## src/core/aje_pkg.sv

```systemverilog
// shared types and constants for the arithmetic, logic and jump executor
package aje_pkg;
    // ----------------------------------------
    // widths and opcodes
    // ----------------------------------------
    localparam int W = 30;
    localparam int AW = 15;
    localparam int NCH = 8;
    localparam logic [5:0] OP_ADDQ = 6'h16;
    localparam logic [5:0] OP_SUBQ = 6'h17;
    localparam logic [5:0] OP_EYPQ = 6'h18;
    localparam logic [5:0] OP_EYMQ = 6'h19;
    localparam logic [5:0] OP_SAPQ = 6'h1a;
    localparam logic [5:0] OP_SAMQ = 6'h1b;
    localparam logic [5:0] OP_RYPQ = 6'h1c;
    localparam logic [5:0] OP_RYMQ = 6'h1d;
    localparam logic [5:0] OP_RYP1 = 6'h1e;
    localparam logic [5:0] OP_RYM1 = 6'h1f;
    localparam logic [5:0] OP_ELP = 6'h20;
    localparam logic [5:0] OP_ALP = 6'h21;
    localparam logic [5:0] OP_SLP = 6'h22;
    localparam logic [5:0] OP_CMPM = 6'h23;
    localparam logic [5:0] OP_RLP = 6'h24;
    localparam logic [5:0] OP_RALP = 6'h25;
    localparam logic [5:0] OP_RSLP = 6'h26;
    localparam logic [5:0] OP_STLP = 6'h27;
    localparam logic [5:0] OP_SSET = 6'h28;
    localparam logic [5:0] OP_SCPL = 6'h29;
    localparam logic [5:0] OP_SCLR = 6'h2a;
    localparam logic [5:0] OP_SSUB = 6'h2b;
    localparam logic [5:0] OP_RSET = 6'h2c;
    localparam logic [5:0] OP_RCPL = 6'h2d;
    localparam logic [5:0] OP_RCLR = 6'h2e;
    localparam logic [5:0] OP_RSUB = 6'h2f;
    localparam logic [5:0] OP_JMPA = 6'h30;
    localparam logic [5:0] OP_JMPM = 6'h31;
    localparam logic [5:0] OP_JBIN = 6'h32;
    localparam logic [5:0] OP_JBOUT = 6'h33;
    localparam logic [5:0] OP_RJMP = 6'h34;
    localparam logic [2:0] FORM_FULL = 3'h3;
    localparam logic [W-1:0] ONE = 30'h00000001;

    // ----------------------------------------
    // carriers
    // ----------------------------------------
    typedef struct packed {
        logic [5:0]    op;
        logic [2:0]    j;
        logic [2:0]    k;
        logic [AW-1:0] y;
        logic [W-1:0]  opnd;
    } aje_instr_t;

    typedef struct packed {
        logic          v;
        logic [W-1:0]  a;
        logic [W-1:0]  q;
        logic [AW-1:0] p;
    } aje_preset_t;

    typedef struct packed {
        logic          v;
        logic          lower;
        logic [2:0]    form;
        logic [AW-1:0] addr;
        logic [W-1:0]  data;
    } aje_store_t;

    typedef struct packed {
        logic [W-1:0]  a;
        logic [W-1:0]  q;
        logic [AW-1:0] p;
        aje_store_t    st;
        logic          done;
        logic          skip;
        logic          jump;
        logic          ie_set;
        logic          stop;
        logic [5:0]    k1;
        logic [5:0]    k2;
        logic [5:0]    k3;
        logic [5:0]    keys;
    } aje_state_t;

    localparam aje_state_t RST_STATE = '0;
endpackage

```

## src/core/aje_exec.sv

```systemverilog
// executes opcodes 26 through 64 on the sum, second and counter registers
// Functional notes
// - ops 26/27 skip by j: never, always, A pos/neg, Q zero/nonzero/pos/neg.
// - op 30 sets A to Q plus operand.
// - op 31 sets A to complement of Q minus operand.
// - ops 32/33 add/subtract Q into A, store A in form k.
// - ops 34/35 Q plus/minus memory word, 35 complemented, stored back.
// - ops 36/37 one plus/minus memory word, 37 complemented, stored back.
// - op 40 A gets operand AND Q; j 2/3 skip on even/odd parity.
// - ops 41/42 add/subtract operand AND Q to/from A.
// - op 43 skips on A minus masked operand, registers unchanged.
// - op 44 A gets word AND Q, stored back, parity skips.
// - ops 45/46 add/subtract word AND Q into A, stored back.
// - op 47 stores A AND Q in form k, no register changes.
// - ops 50/51/52 set, invert, clear A bits where operand is one.
// - op 53 copies operand bits into A where Q is one.
// - ops 54/55/56 selective set/invert/clear by word, stored back.
// - op 57 substitutes word bits under Q mask into A, stored back.
// - op 60 j 0 no jump, j 1 jump; both set interrupt enable.
// - op 60 j 2..7 jump on Q pos/neg, A zero/nonzero/pos/neg.
// - a taken jump of ops 60..63 loads counter with target y, else sequential.
// - op 61 j 0 jumps, j 1..3 jump by jump keys; j 4 jumps and stops, j 5..7 jump then stop by stop keys.
// - ops 62/63 jump when selected channel's input/output buffer active.
// - op 64 on a taken j condition (op 60 table) stores counter plus one in lower half, continues at target plus one.
// - sum and second registers are 30 bits each, a 60-bit pair.
`timescale 1ns/10ps
module aje_exec (
    input  wire logic             MCLK,
    input  wire logic             SRST,
    input  wire logic             CE,
    input  wire logic             GO,
    input  wire aje_pkg::aje_instr_t  INSTR,
    input  wire aje_pkg::aje_preset_t PRESET,
    input  wire logic [2:0]       JUMP_KEY,
    input  wire logic [2:0]       STOP_KEY,
    input  wire logic [7:0]       IN_BUF_ACT,
    input  wire logic [7:0]       OUT_BUF_ACT,
    output logic [29:0]           A_REG,
    output logic [29:0]           Q_REG,
    output logic [14:0]           P_REG,
    output aje_pkg::aje_store_t   STORE,
    output logic                  DONE,
    output logic                  SKIPPED,
    output logic                  JUMPED,
    output logic                  INT_EN_SET,
    output logic                  STOP_REQ
);
    import aje_pkg::*;

    // ----------------------------------------
    // ones complement helpers
    // ----------------------------------------
    function automatic logic [W-1:0] oc_add(input logic [W-1:0] x, input logic [W-1:0] y);
        logic [W:0] s;
        s = {1'b0, x} + {1'b0, y};
        return s[W-1:0] + {{(W-1){1'b0}}, s[W]};
    endfunction

    function automatic logic [W-1:0] oc_sub(input logic [W-1:0] x, input logic [W-1:0] y);
        return oc_add(x, ~y);
    endfunction

    function automatic logic is_zero(input logic [W-1:0] x);
        return (x == '0) || (x == '1);
    endfunction

    function automatic logic skip_tab(input logic [2:0] j, input logic [W-1:0] a,
                                      input logic [W-1:0] q);
        logic c;
        c = 1'b0;
        unique case (j)
            3'h0: c = 1'b0;
            3'h1: c = 1'b1;
            3'h2: c = ~a[W-1];
            3'h3: c = a[W-1];
            3'h4: c = is_zero(q);
            3'h5: c = ~is_zero(q);
            3'h6: c = ~q[W-1];
            3'h7: c = q[W-1];
        endcase
        return c;
    endfunction

    function automatic logic jump_tab(input logic [2:0] j, input logic [W-1:0] a,
                                      input logic [W-1:0] q);
        logic c;
        c = 1'b0;
        unique case (j)
            3'h0: c = 1'b0;
            3'h1: c = 1'b1;
            3'h2: c = ~q[W-1];
            3'h3: c = q[W-1];
            3'h4: c = is_zero(a);
            3'h5: c = ~is_zero(a);
            3'h6: c = ~a[W-1];
            3'h7: c = a[W-1];
        endcase
        return c;
    endfunction

    // ----------------------------------------
    // state
    // ----------------------------------------
    aje_state_t r;
    aje_state_t n;
    logic [W-1:0] y_r;
    logic [W-1:0] lp_r;
    logic [W-1:0] d_r;
    logic         sk;
    logic         jp;
    logic         rj;
    logic         st;
    logic         st_k;
    logic [2:0]   j_r;

    always_comb begin
        y_r = INSTR.opnd;
        j_r = INSTR.j;
        lp_r = INSTR.opnd & r.q;
        d_r = '0;
        sk = 1'b0;
        jp = 1'b0;
        rj = 1'b0;
        st = 1'b0;
        st_k = 1'b0;
        n = r;
        n.st.v = 1'b0;
        n.st.lower = 1'b0;
        n.done = 1'b0;
        n.skip = 1'b0;
        n.jump = 1'b0;
        n.ie_set = 1'b0;
        n.stop = 1'b0;
        // console keys: three stages, accepted when the last two agree
        n.k1 = {STOP_KEY, JUMP_KEY};
        n.k2 = r.k1;
        n.k3 = r.k2;
        if (r.k2 == r.k3) begin
            n.keys = r.k3;
        end
        if (PRESET.v) begin
            n.a = PRESET.a;
            n.q = PRESET.q;
            n.p = PRESET.p;
        end else if (GO) begin
            sk = skip_tab(j_r, r.a, r.q);
            unique case (INSTR.op)
                OP_ADDQ: begin
                    n.q = oc_add(r.q, y_r);
                    sk = skip_tab(j_r, r.a, n.q);
                end
                OP_SUBQ: begin
                    n.q = oc_sub(r.q, y_r);
                    sk = skip_tab(j_r, r.a, n.q);
                end
                OP_EYPQ: n.a = oc_add(r.q, y_r);
                OP_EYMQ: n.a = ~oc_sub(r.q, y_r);
                OP_SAPQ: begin
                    n.a = oc_add(r.a, r.q);
                    st_k = 1'b1;
                end
                OP_SAMQ: begin
                    n.a = oc_sub(r.a, r.q);
                    st_k = 1'b1;
                end
                OP_RYPQ: begin
                    n.a = oc_add(r.q, y_r);
                    st = 1'b1;
                end
                OP_RYMQ: begin
                    n.a = ~oc_sub(r.q, y_r);
                    st = 1'b1;
                end
                OP_RYP1: begin
                    n.a = oc_add(ONE, y_r);
                    st = 1'b1;
                end
                OP_RYM1: begin
                    n.a = ~oc_sub(ONE, y_r);
                    st = 1'b1;
                end
                OP_ELP, OP_RLP: begin
                    n.a = lp_r;
                    st = (INSTR.op == OP_RLP);
                    if (j_r == 3'h2) begin
                        sk = ~^lp_r;
                    end else if (j_r == 3'h3) begin
                        sk = ^lp_r;
                    end else begin
                        sk = skip_tab(j_r, n.a, r.q);
                    end
                end
                OP_ALP, OP_RALP: begin
                    n.a = oc_add(r.a, lp_r);
                    st = (INSTR.op == OP_RALP);
                end
                OP_SLP, OP_RSLP: begin
                    n.a = oc_sub(r.a, lp_r);
                    st = (INSTR.op == OP_RSLP);
                end
                OP_CMPM: begin
                    d_r = oc_sub(r.a, lp_r);
                    sk = skip_tab(j_r, d_r, r.q);
                end
                OP_STLP: begin
                    st_k = 1'b1;
                end
                OP_SSET, OP_RSET: begin
                    n.a = r.a | y_r;
                    st = (INSTR.op == OP_RSET);
                end
                OP_SCPL, OP_RCPL: begin
                    n.a = r.a ^ y_r;
                    st = (INSTR.op == OP_RCPL);
                end
                OP_SCLR, OP_RCLR: begin
                    n.a = r.a & ~y_r;
                    st = (INSTR.op == OP_RCLR);
                end
                OP_SSUB, OP_RSUB: begin
                    n.a = (r.a & ~r.q) | lp_r;
                    st = (INSTR.op == OP_RSUB);
                end
                OP_JMPA: begin
                    sk = 1'b0;
                    jp = jump_tab(j_r, r.a, r.q);
                    n.ie_set = (j_r <= 3'h1);
                end
                OP_JMPM: begin
                    sk = 1'b0;
                    jp = (j_r == 3'h0) || j_r[2] || r.keys[j_r[1:0] - 2'h1];
                    n.stop = (j_r == 3'h4) || (j_r[2] && r.keys[j_r[1:0] + 3'h2]);
                end
                OP_JBIN: begin
                    sk = 1'b0;
                    jp = IN_BUF_ACT[j_r];
                end
                OP_JBOUT: begin
                    sk = 1'b0;
                    jp = OUT_BUF_ACT[j_r];
                end
                OP_RJMP: begin
                    sk = 1'b0;
                    rj = jump_tab(j_r, r.a, r.q);
                end
                default: sk = 1'b0;
            endcase
            if (st || st_k) begin
                n.st.v = 1'b1;
                n.st.addr = INSTR.y;
                n.st.form = st_k ? INSTR.k : FORM_FULL;
                n.st.data = (INSTR.op == OP_STLP) ? (r.a & r.q) : n.a;
            end
            if (rj) begin
                n.st.v = 1'b1;
                n.st.lower = 1'b1;
                n.st.addr = INSTR.y;
                n.st.form = FORM_FULL;
                n.st.data = {15'h0000, AW'(r.p + 15'h0001)};
                n.p = AW'(INSTR.y + 15'h0001);
            end else if (jp) begin
                n.p = INSTR.y;
            end else if (sk) begin
                n.p = AW'(r.p + 15'h0002);
            end else begin
                n.p = AW'(r.p + 15'h0001);
            end
            n.skip = sk;
            n.jump = jp || rj;
            n.done = 1'b1;
        end
    end

    always_ff @(posedge MCLK) begin
        if (SRST) begin
            r <= RST_STATE;
        end else if (CE) begin
            r <= n;
        end
    end

    // 60-bit pair view of the two registers
    assign {A_REG, Q_REG} = {r.a, r.q};
    assign P_REG = r.p;
    assign STORE = r.st;
    assign DONE = r.done;
    assign SKIPPED = r.skip;
    assign JUMPED = r.jump;
    assign INT_EN_SET = r.ie_set;
    assign STOP_REQ = r.stop;

    logic gv;
    assign gv = GO && CE && !PRESET.v;
endmodule

```

## config.mk

```make
export PLATFORM = sky130hd
export DESIGN_NAME = aje_exec
export DESIGN_NICKNAME = d
export VERILOG_FILES = /design/src/core/aje_pkg.sv /design/src/core/aje_exec.sv
export SDC_FILE = /design/constraint.sdc
export NUM_CORES = 1
export LEC_CHECK = 0
export BUFFER_PORTS_ARGS = -buffer_cell sky130_fd_sc_hd__buf_2
export CORE_ASPECT_RATIO = 1.1
export CORE_MARGIN = 2
export CORE_UTILIZATION = 45
export DETAILED_ROUTE_END_ITERATION = 8
export SLEW_MARGIN = 20
export SYNTH_ARGS = -nofsm -noshare
export SYNTH_HDL_FRONTEND = slang
export SYNTH_SLANG_ARGS = --single-unit
```

## constraint.sdc

```tcl
create_clock -name MCLK -period 16.2 [get_ports MCLK]
set_clock_uncertainty 0.2 [all_clocks]
set_input_delay 2.43 -clock MCLK [delete_from_list [all_inputs] [get_ports MCLK]]
set_output_delay 2.43 -clock MCLK [all_outputs]
set_load 0.05 [all_outputs]
```

# Word level (Yosys, flattened, before mapping)
# Index checks and enable logic that the tools add are counted.
[word_totals]
output_inout_bits = 130
inputBits = 159
elab_cells = 189
ff_bits = 154
[op_classes]
mux = 46
order_cmp = 4
n_reduce_logical = 36
bitwise_logic = 22
addsub = 21
eq_ne = 43
[op_table]
columns = ["cell", "n"]
rows = [
  ["$pmux W30 S13", 1],
  ["$add A30 B1 Y30", 8],
  ["$add A30 B30 Y31", 6],
  ["$not A30 Y30", 5],
  ["$mux W130", 1],
  ["$eq A6 B6 Y1 const B", 21],
  ["$and A30 B30 Y30", 4],
  ["$eq A30 B30 Y1 const B", 4],
  ["$logic_not A30 Y1", 4],
  ["$mux W75", 1],
  ["$add A1 B30 Y31 const A", 2],
  ["$eq A6 B5 Y1 const B", 10],
  ["$or A30 B30 Y30", 2],
  ["$pmux W30 S2", 1],
  ["$mux W55", 1],
  ["$mux W50", 1],
  ["$mux W48", 1],
  ["$pmux W1 S8", 6],
  ["$mux W15", 3],
  ["$add A15 B1 Y15 const B", 2],
  ["$mux W30", 1],
  ["$reduce_xnor A30 Y1", 1],
  ["$reduce_xor A30 Y1", 1],
  ["$xor A30 B30 Y30", 1],
  ["other kinds (30)", 84],
]

# Longest topological paths before layout
[logic_depth]
word_depth = 15
ltp_mapped = 33

# Worst setup path before layout
# No wires, ideal clock.
[synth_path]
path_type = "input-to-reg"
startpoint = "input port INSTR[8] in the netlist's numbering"
endpoint = "register r (netlist bit P_REG[8])"
n_path_buf = 2
setup_time_ns = 0.058
cell_stages = 30
arrival_time_ns = 9.435
required_time_ns = 15.942
slack_ns = 6.507
cell_sequence = "clkbuf_1 > clkinv_1 > ha_1 > nor4_1 > and3_1 > a21boi_0 > o21ai_1 > and4_1 > nor3_1 > o21bai_1 > a21oi_1 > nor2_1 > o21ai_0 > ha_1 > ha_1 > nand2_1 > nor4_2 > and2_1 > clkbuf_2 > nand2_1 > or4_1 > a21o_1 > or4_1 > or4b_1 > o21ba_2 > a31oi_4 > nand2_2 > mux2_4 > a2111oi_4 > o21a_1"
[synth_between]
elab_chain_cells = 15
word_cells_on_any_way = 35
classes_between = "add/sub (6); eq/ne (2); mux (13); bitwise (8); reduce/logical (6)"
[synth_lines]
columns = ["item", "line_no", "rtl"]
rows = [
  ["start, declared", "aje_exec.sv:32", "input wire aje_pkg::aje_instr_t INSTR,"],
  ["$not A30 Y30", "aje_exec.sv:60", "return oc_add(x, ~y);"],
  ["$add A30 B30 Y31", "aje_exec.sv:55", "s = {1'b0, x} + {1'b0, y};"],
  ["$add A30 B1 Y30", "aje_exec.sv:56", "return s[W-1:0] + {{(W-1){1'b0}}, s[W]};"],
  ["$eq A30 B30 Y1 / $logic_not A30 Y1 (equally long branches)", "aje_exec.sv:64", "return (x == '0) || (x == '1);"],
  ["$logic_or A1 B1 Y1", "aje_exec.sv:64", ""],
  ["$not A1 Y1", "aje_exec.sv:77", "3'h5: c = ~is_zero(q);"],
  ["$pmux W1 S8", "aje_exec.sv:71", "unique case (j)"],
  ["$pmux W1 S5 *", "aje_exec.sv:147", "unique case (INSTR.op)"],
  ["$mux W1 *", "aje_exec.sv:145", "end else if (GO) begin"],
  ["$mux W1 *", "aje_exec.sv:141", "if (PRESET.v) begin"],
  ["$mux W15 *", "aje_exec.sv:263", "end else if (sk) begin"],
  ["$mux W15 *", "aje_exec.sv:261", "end else if (jp) begin"],
  ["$mux W15 *", "aje_exec.sv:254", "if (rj) begin"],
  ["$mux W130 *", "aje_exec.sv:145", ""],
  ["$mux W75 *", "aje_exec.sv:141", ""],
  ["end signal, assigned", "aje_exec.sv:278", "r <= n;"],
  ["end, declared", "aje_exec.sv:104", "aje_state_t r;"],
]
# Mark *: on every way between the ends. The rest lies on a longest branch, timed or not. The select of a mux whose other input is x is not followed.
# A chain may end at the register's enable or synchronous reset.

# Worst setup path in the final report
# Same ends and word-level chain as after synthesis.

==> qor.csv <==
metric,value,unit
insertion delay to the later sink of the worst-skew pair,0.53,ns
Starting Density,45.27,%
endpoints failing setup,0,
sequential area share after synthesis,10.12,%
Worst slew margin,15.87,%
largest net degree at the start of global routing,84,
Via Count,36329,
status,"finished, violations left",
Syn Std Cell Area,30470,um^2
die footprint,69820,um^2
CP peak stage delay,0.67,ns
"Avg Cell Area, Syn",6.885,um^2
share of the synthesized area in the top cell type,10.88,%
Worst EP required,16.47,ns
Crit Path Category,input port to flip-flop,
Peak VDD IR,84.88,uV
IO Count,289,
global-route wire length before repair,227000,um
XOR/XNOR share of the synthesized area,11.90,%
placed cell area,31980,um^2
ranking of synthesized cells by area,"ha_1, dfxtp_1, xnor2_1, nor2_1, a21oi_1",
Post-Synthesis Cells,4426,
setup bufs post-CTS,0,
gr ovfl total,0,
P_leak,12.95,nW
clock tree root driver cell,clkbuf_16,
YS warnings,0,
H-tree depth,4,
Detail Route Antenna Nets,0,
Netlist cell types,105,
setup TNS,0,ns
clock-pin slew on the worst setup and hold paths,0.09,ns
P&R area growth vs syn,6.951,%
gr usage total,43.92,%
CP endpoint kind,flip-flop,
WP data arrival,11.94,ns
Finished Cell Area,32590,um^2
initial antenna violation count,4,
Non-Filler Instances,5338,
CTS buffer count,17,
number of synthesized flops with an enable pin,0,
Die Wd,252.1,um
ant diodes,0,
post-synthesis mux area share,2.886,%
Yosys reg bits,154,
max cap viols,0,
"Slew Viols, Final",0,
CTS tree,built,
DRC,2,
internal reg-to-reg setup slack,6.18,ns
clock sinks,154,
Final Hold Viols,0,
Post-Synth Simple-Gate Area,26.60,%
vias in the first global route,33131,
startpoint types,input port,
gpl congestion,1.064,
layout cells sized above 1,11.54,%
Hold Path Class,flip-flop to flip-flop,
hold_buf cts,0,
CTS Buffer Depth,2,
worst-margin pin slew,1.262,ns
Routed WL,159200,um
drt wl/cell,29.83,um
number of port buffers,288,
fin crit share,72.04,%
Synth Flop Type,dfxtp_1,
Syn Nets,4856,
drt via density,6.806,
Compound-Gate Fraction of Synth Area,28.16,%
CP Max Fanout,16,
TritonRoute pass-1 iters,9,
main combinational cell family by area after synthesis,compound AO/OA/AOI/OAI gates,
Iter 0 DRT Violations,5411,
Core Region,67310,um^2
RSZ-0062 raised after global routing,false,
NumNets Final,4888,
maximum clock rate,85.69,MHz
post_cts resized,0,
HPWL Detailed,127000,um
cell area power density,68.19,nW/um^2
Cells after DPL,5306,
Worst path slowest cell,a21boi_0,
Synth Area in Adders,11.31,%
Row Count,100,
failing checks,DRC,
chip height,276.9,um
Fillers,7102,
post-synthesis async set-or-reset flop share,0,%
fin crit period,11.67,ns
"most used cell, CP",ha_1,
cell taking the most area after synthesis,ha_1,
[sequential cells by signal (all words and copies together), names as in the netlist]
signal and cells:
A_REG 30, DONE 1, INT_EN_SET 1, JUMPED 1
P_REG 15, Q_REG 30, SKIPPED 1, STOP_REQ 1
STORE 50, n 12, r 12
[routing by layer]
metal  vias to the layer above  track usage [%]  part of all wire [%]
met1                     17298            55.93                    39
met4                         4            27.73                   7.5
met5                         -                0                 0.016
met3                       477            9.493                    11
li1                      16186                -                     -
met2                      2364            67.01                    43
[final timing paths]
path         depth (start not counted)                     end                    from
max                                 29   P_REG[8]$_SDFFE_PP0P_                INSTR[8]
min                                  2  STORE[47]$_SDFFE_PP0P_  STORE[47]$_SDFFE_PP0P_
max reg2reg                         29   P_REG[8]$_SDFFE_PP0P_   Q_REG[0]$_SDFFE_PP0P_
min reg2reg                          2  STORE[47]$_SDFFE_PP0P_  STORE[47]$_SDFFE_PP0P_
[layout by cell type, fill, tap and decap left out, types with 23 or more instances in the layout]
cell type / n
nor2_1: 441
nand2_1: 384
xnor2_1: 310
a21oi_1: 308
buf_2: 287
ha_1: 265
o21ai_0: 215
inv_1: 207
nand3_1: 160
dfxtp_1: 154
nor3_1: 137
buf_4: 105
xor2_1: 104
a211oi_1: 89
nor4_1: 81
nand4_1: 79
a221oi_1: 70
and3_1: 69
o211ai_1: 65
mux2i_1: 65
o22ai_1: 53
a21o_1: 52
nor2b_1: 43
nand2b_1: 39
and2_1: 36
or3_1: 33
o21bai_1: 32
a22oi_1: 31
a31oi_1: 29
o21a_1: 25
a311oi_1: 24
o31ai_1: 23
[logic make-up (layout without fill, tap and decap cells)]
group	Yosys count	after routing
xor+xnor	414	414
simple gates	1647	1647
flops	154	154
compound gates	1258	1258
mux	79	79
fa+ha+maj	272	272
buf+inv	602	647
[power by group]
group          internal (mW)  switching [mW]
clock network          0.211           0.257
logic                  0.429           0.894
registers              0.395          0.0380
[synth_stat cells, types with 69 or more instances]
| master | n |
|---|---|
| nor2_1 | 446 |
| nand2_1 | 385 |
| xnor2_1 | 310 |
| a21oi_1 | 309 |
| ha_1 | 265 |
| clkbuf_1 | 222 |
| o21ai_0 | 215 |
| inv_1 | 207 |
| nand3_1 | 160 |
| dfxtp_1 | 154 |
| nor3_1 | 143 |
| buf_4 | 126 |
| xor2_1 | 104 |
| a211oi_1 | 89 |
| nor4_1 | 83 |
| nand4_1 | 79 |
| a221oi_1 | 70 |
| and3_1 | 69 |
[area by class of cell]
type / instances / area (um^2) / area share [%]
clock inverters: 15 / 186.4 / 0.5720
clock buffers: 17 / 425.4 / 1.305
multi-input cells: 3670 / 24740 / 75.92
well taps: 867 / 1085 / 3.328
inverters: 222 / 833.3 / 2.557
repair buffers: 393 / 2236 / 6.860
flip-flops and latches: 154 / 3083 / 9.459
[per-stage QoR]
| stage | utilization [%] | power, mW | hold slack (ns) | setup slack (ns) |
|---|---|---|---|---|
| after floorplan | - | 1.309 | 0.2263 | 6.507 |
| after global placement | 47.51 | 1.711 | 0.2317 | 4.175 |
| after detailed placement | 47.51 | 1.701 | 0.2435 | 4.152 |
| after CTS | 48.42 | 2.175 | 0.2537 | 4.667 |
| after global routing | 48.42 | 2.310 | 0.2660 | 4.081 |
| final | 48.42 | 2.223 | 0.2532 | 4.529 |
[worst max-delay path: cells and delay by family]
family          cells  cell delay (ns)
simple gates       13             4.52
compound gates     10             2.96
fa+ha+maj           3             1.09
mux                 1             0.42
buf+inv             2             0.51
(Power assumes the default switching activity.)
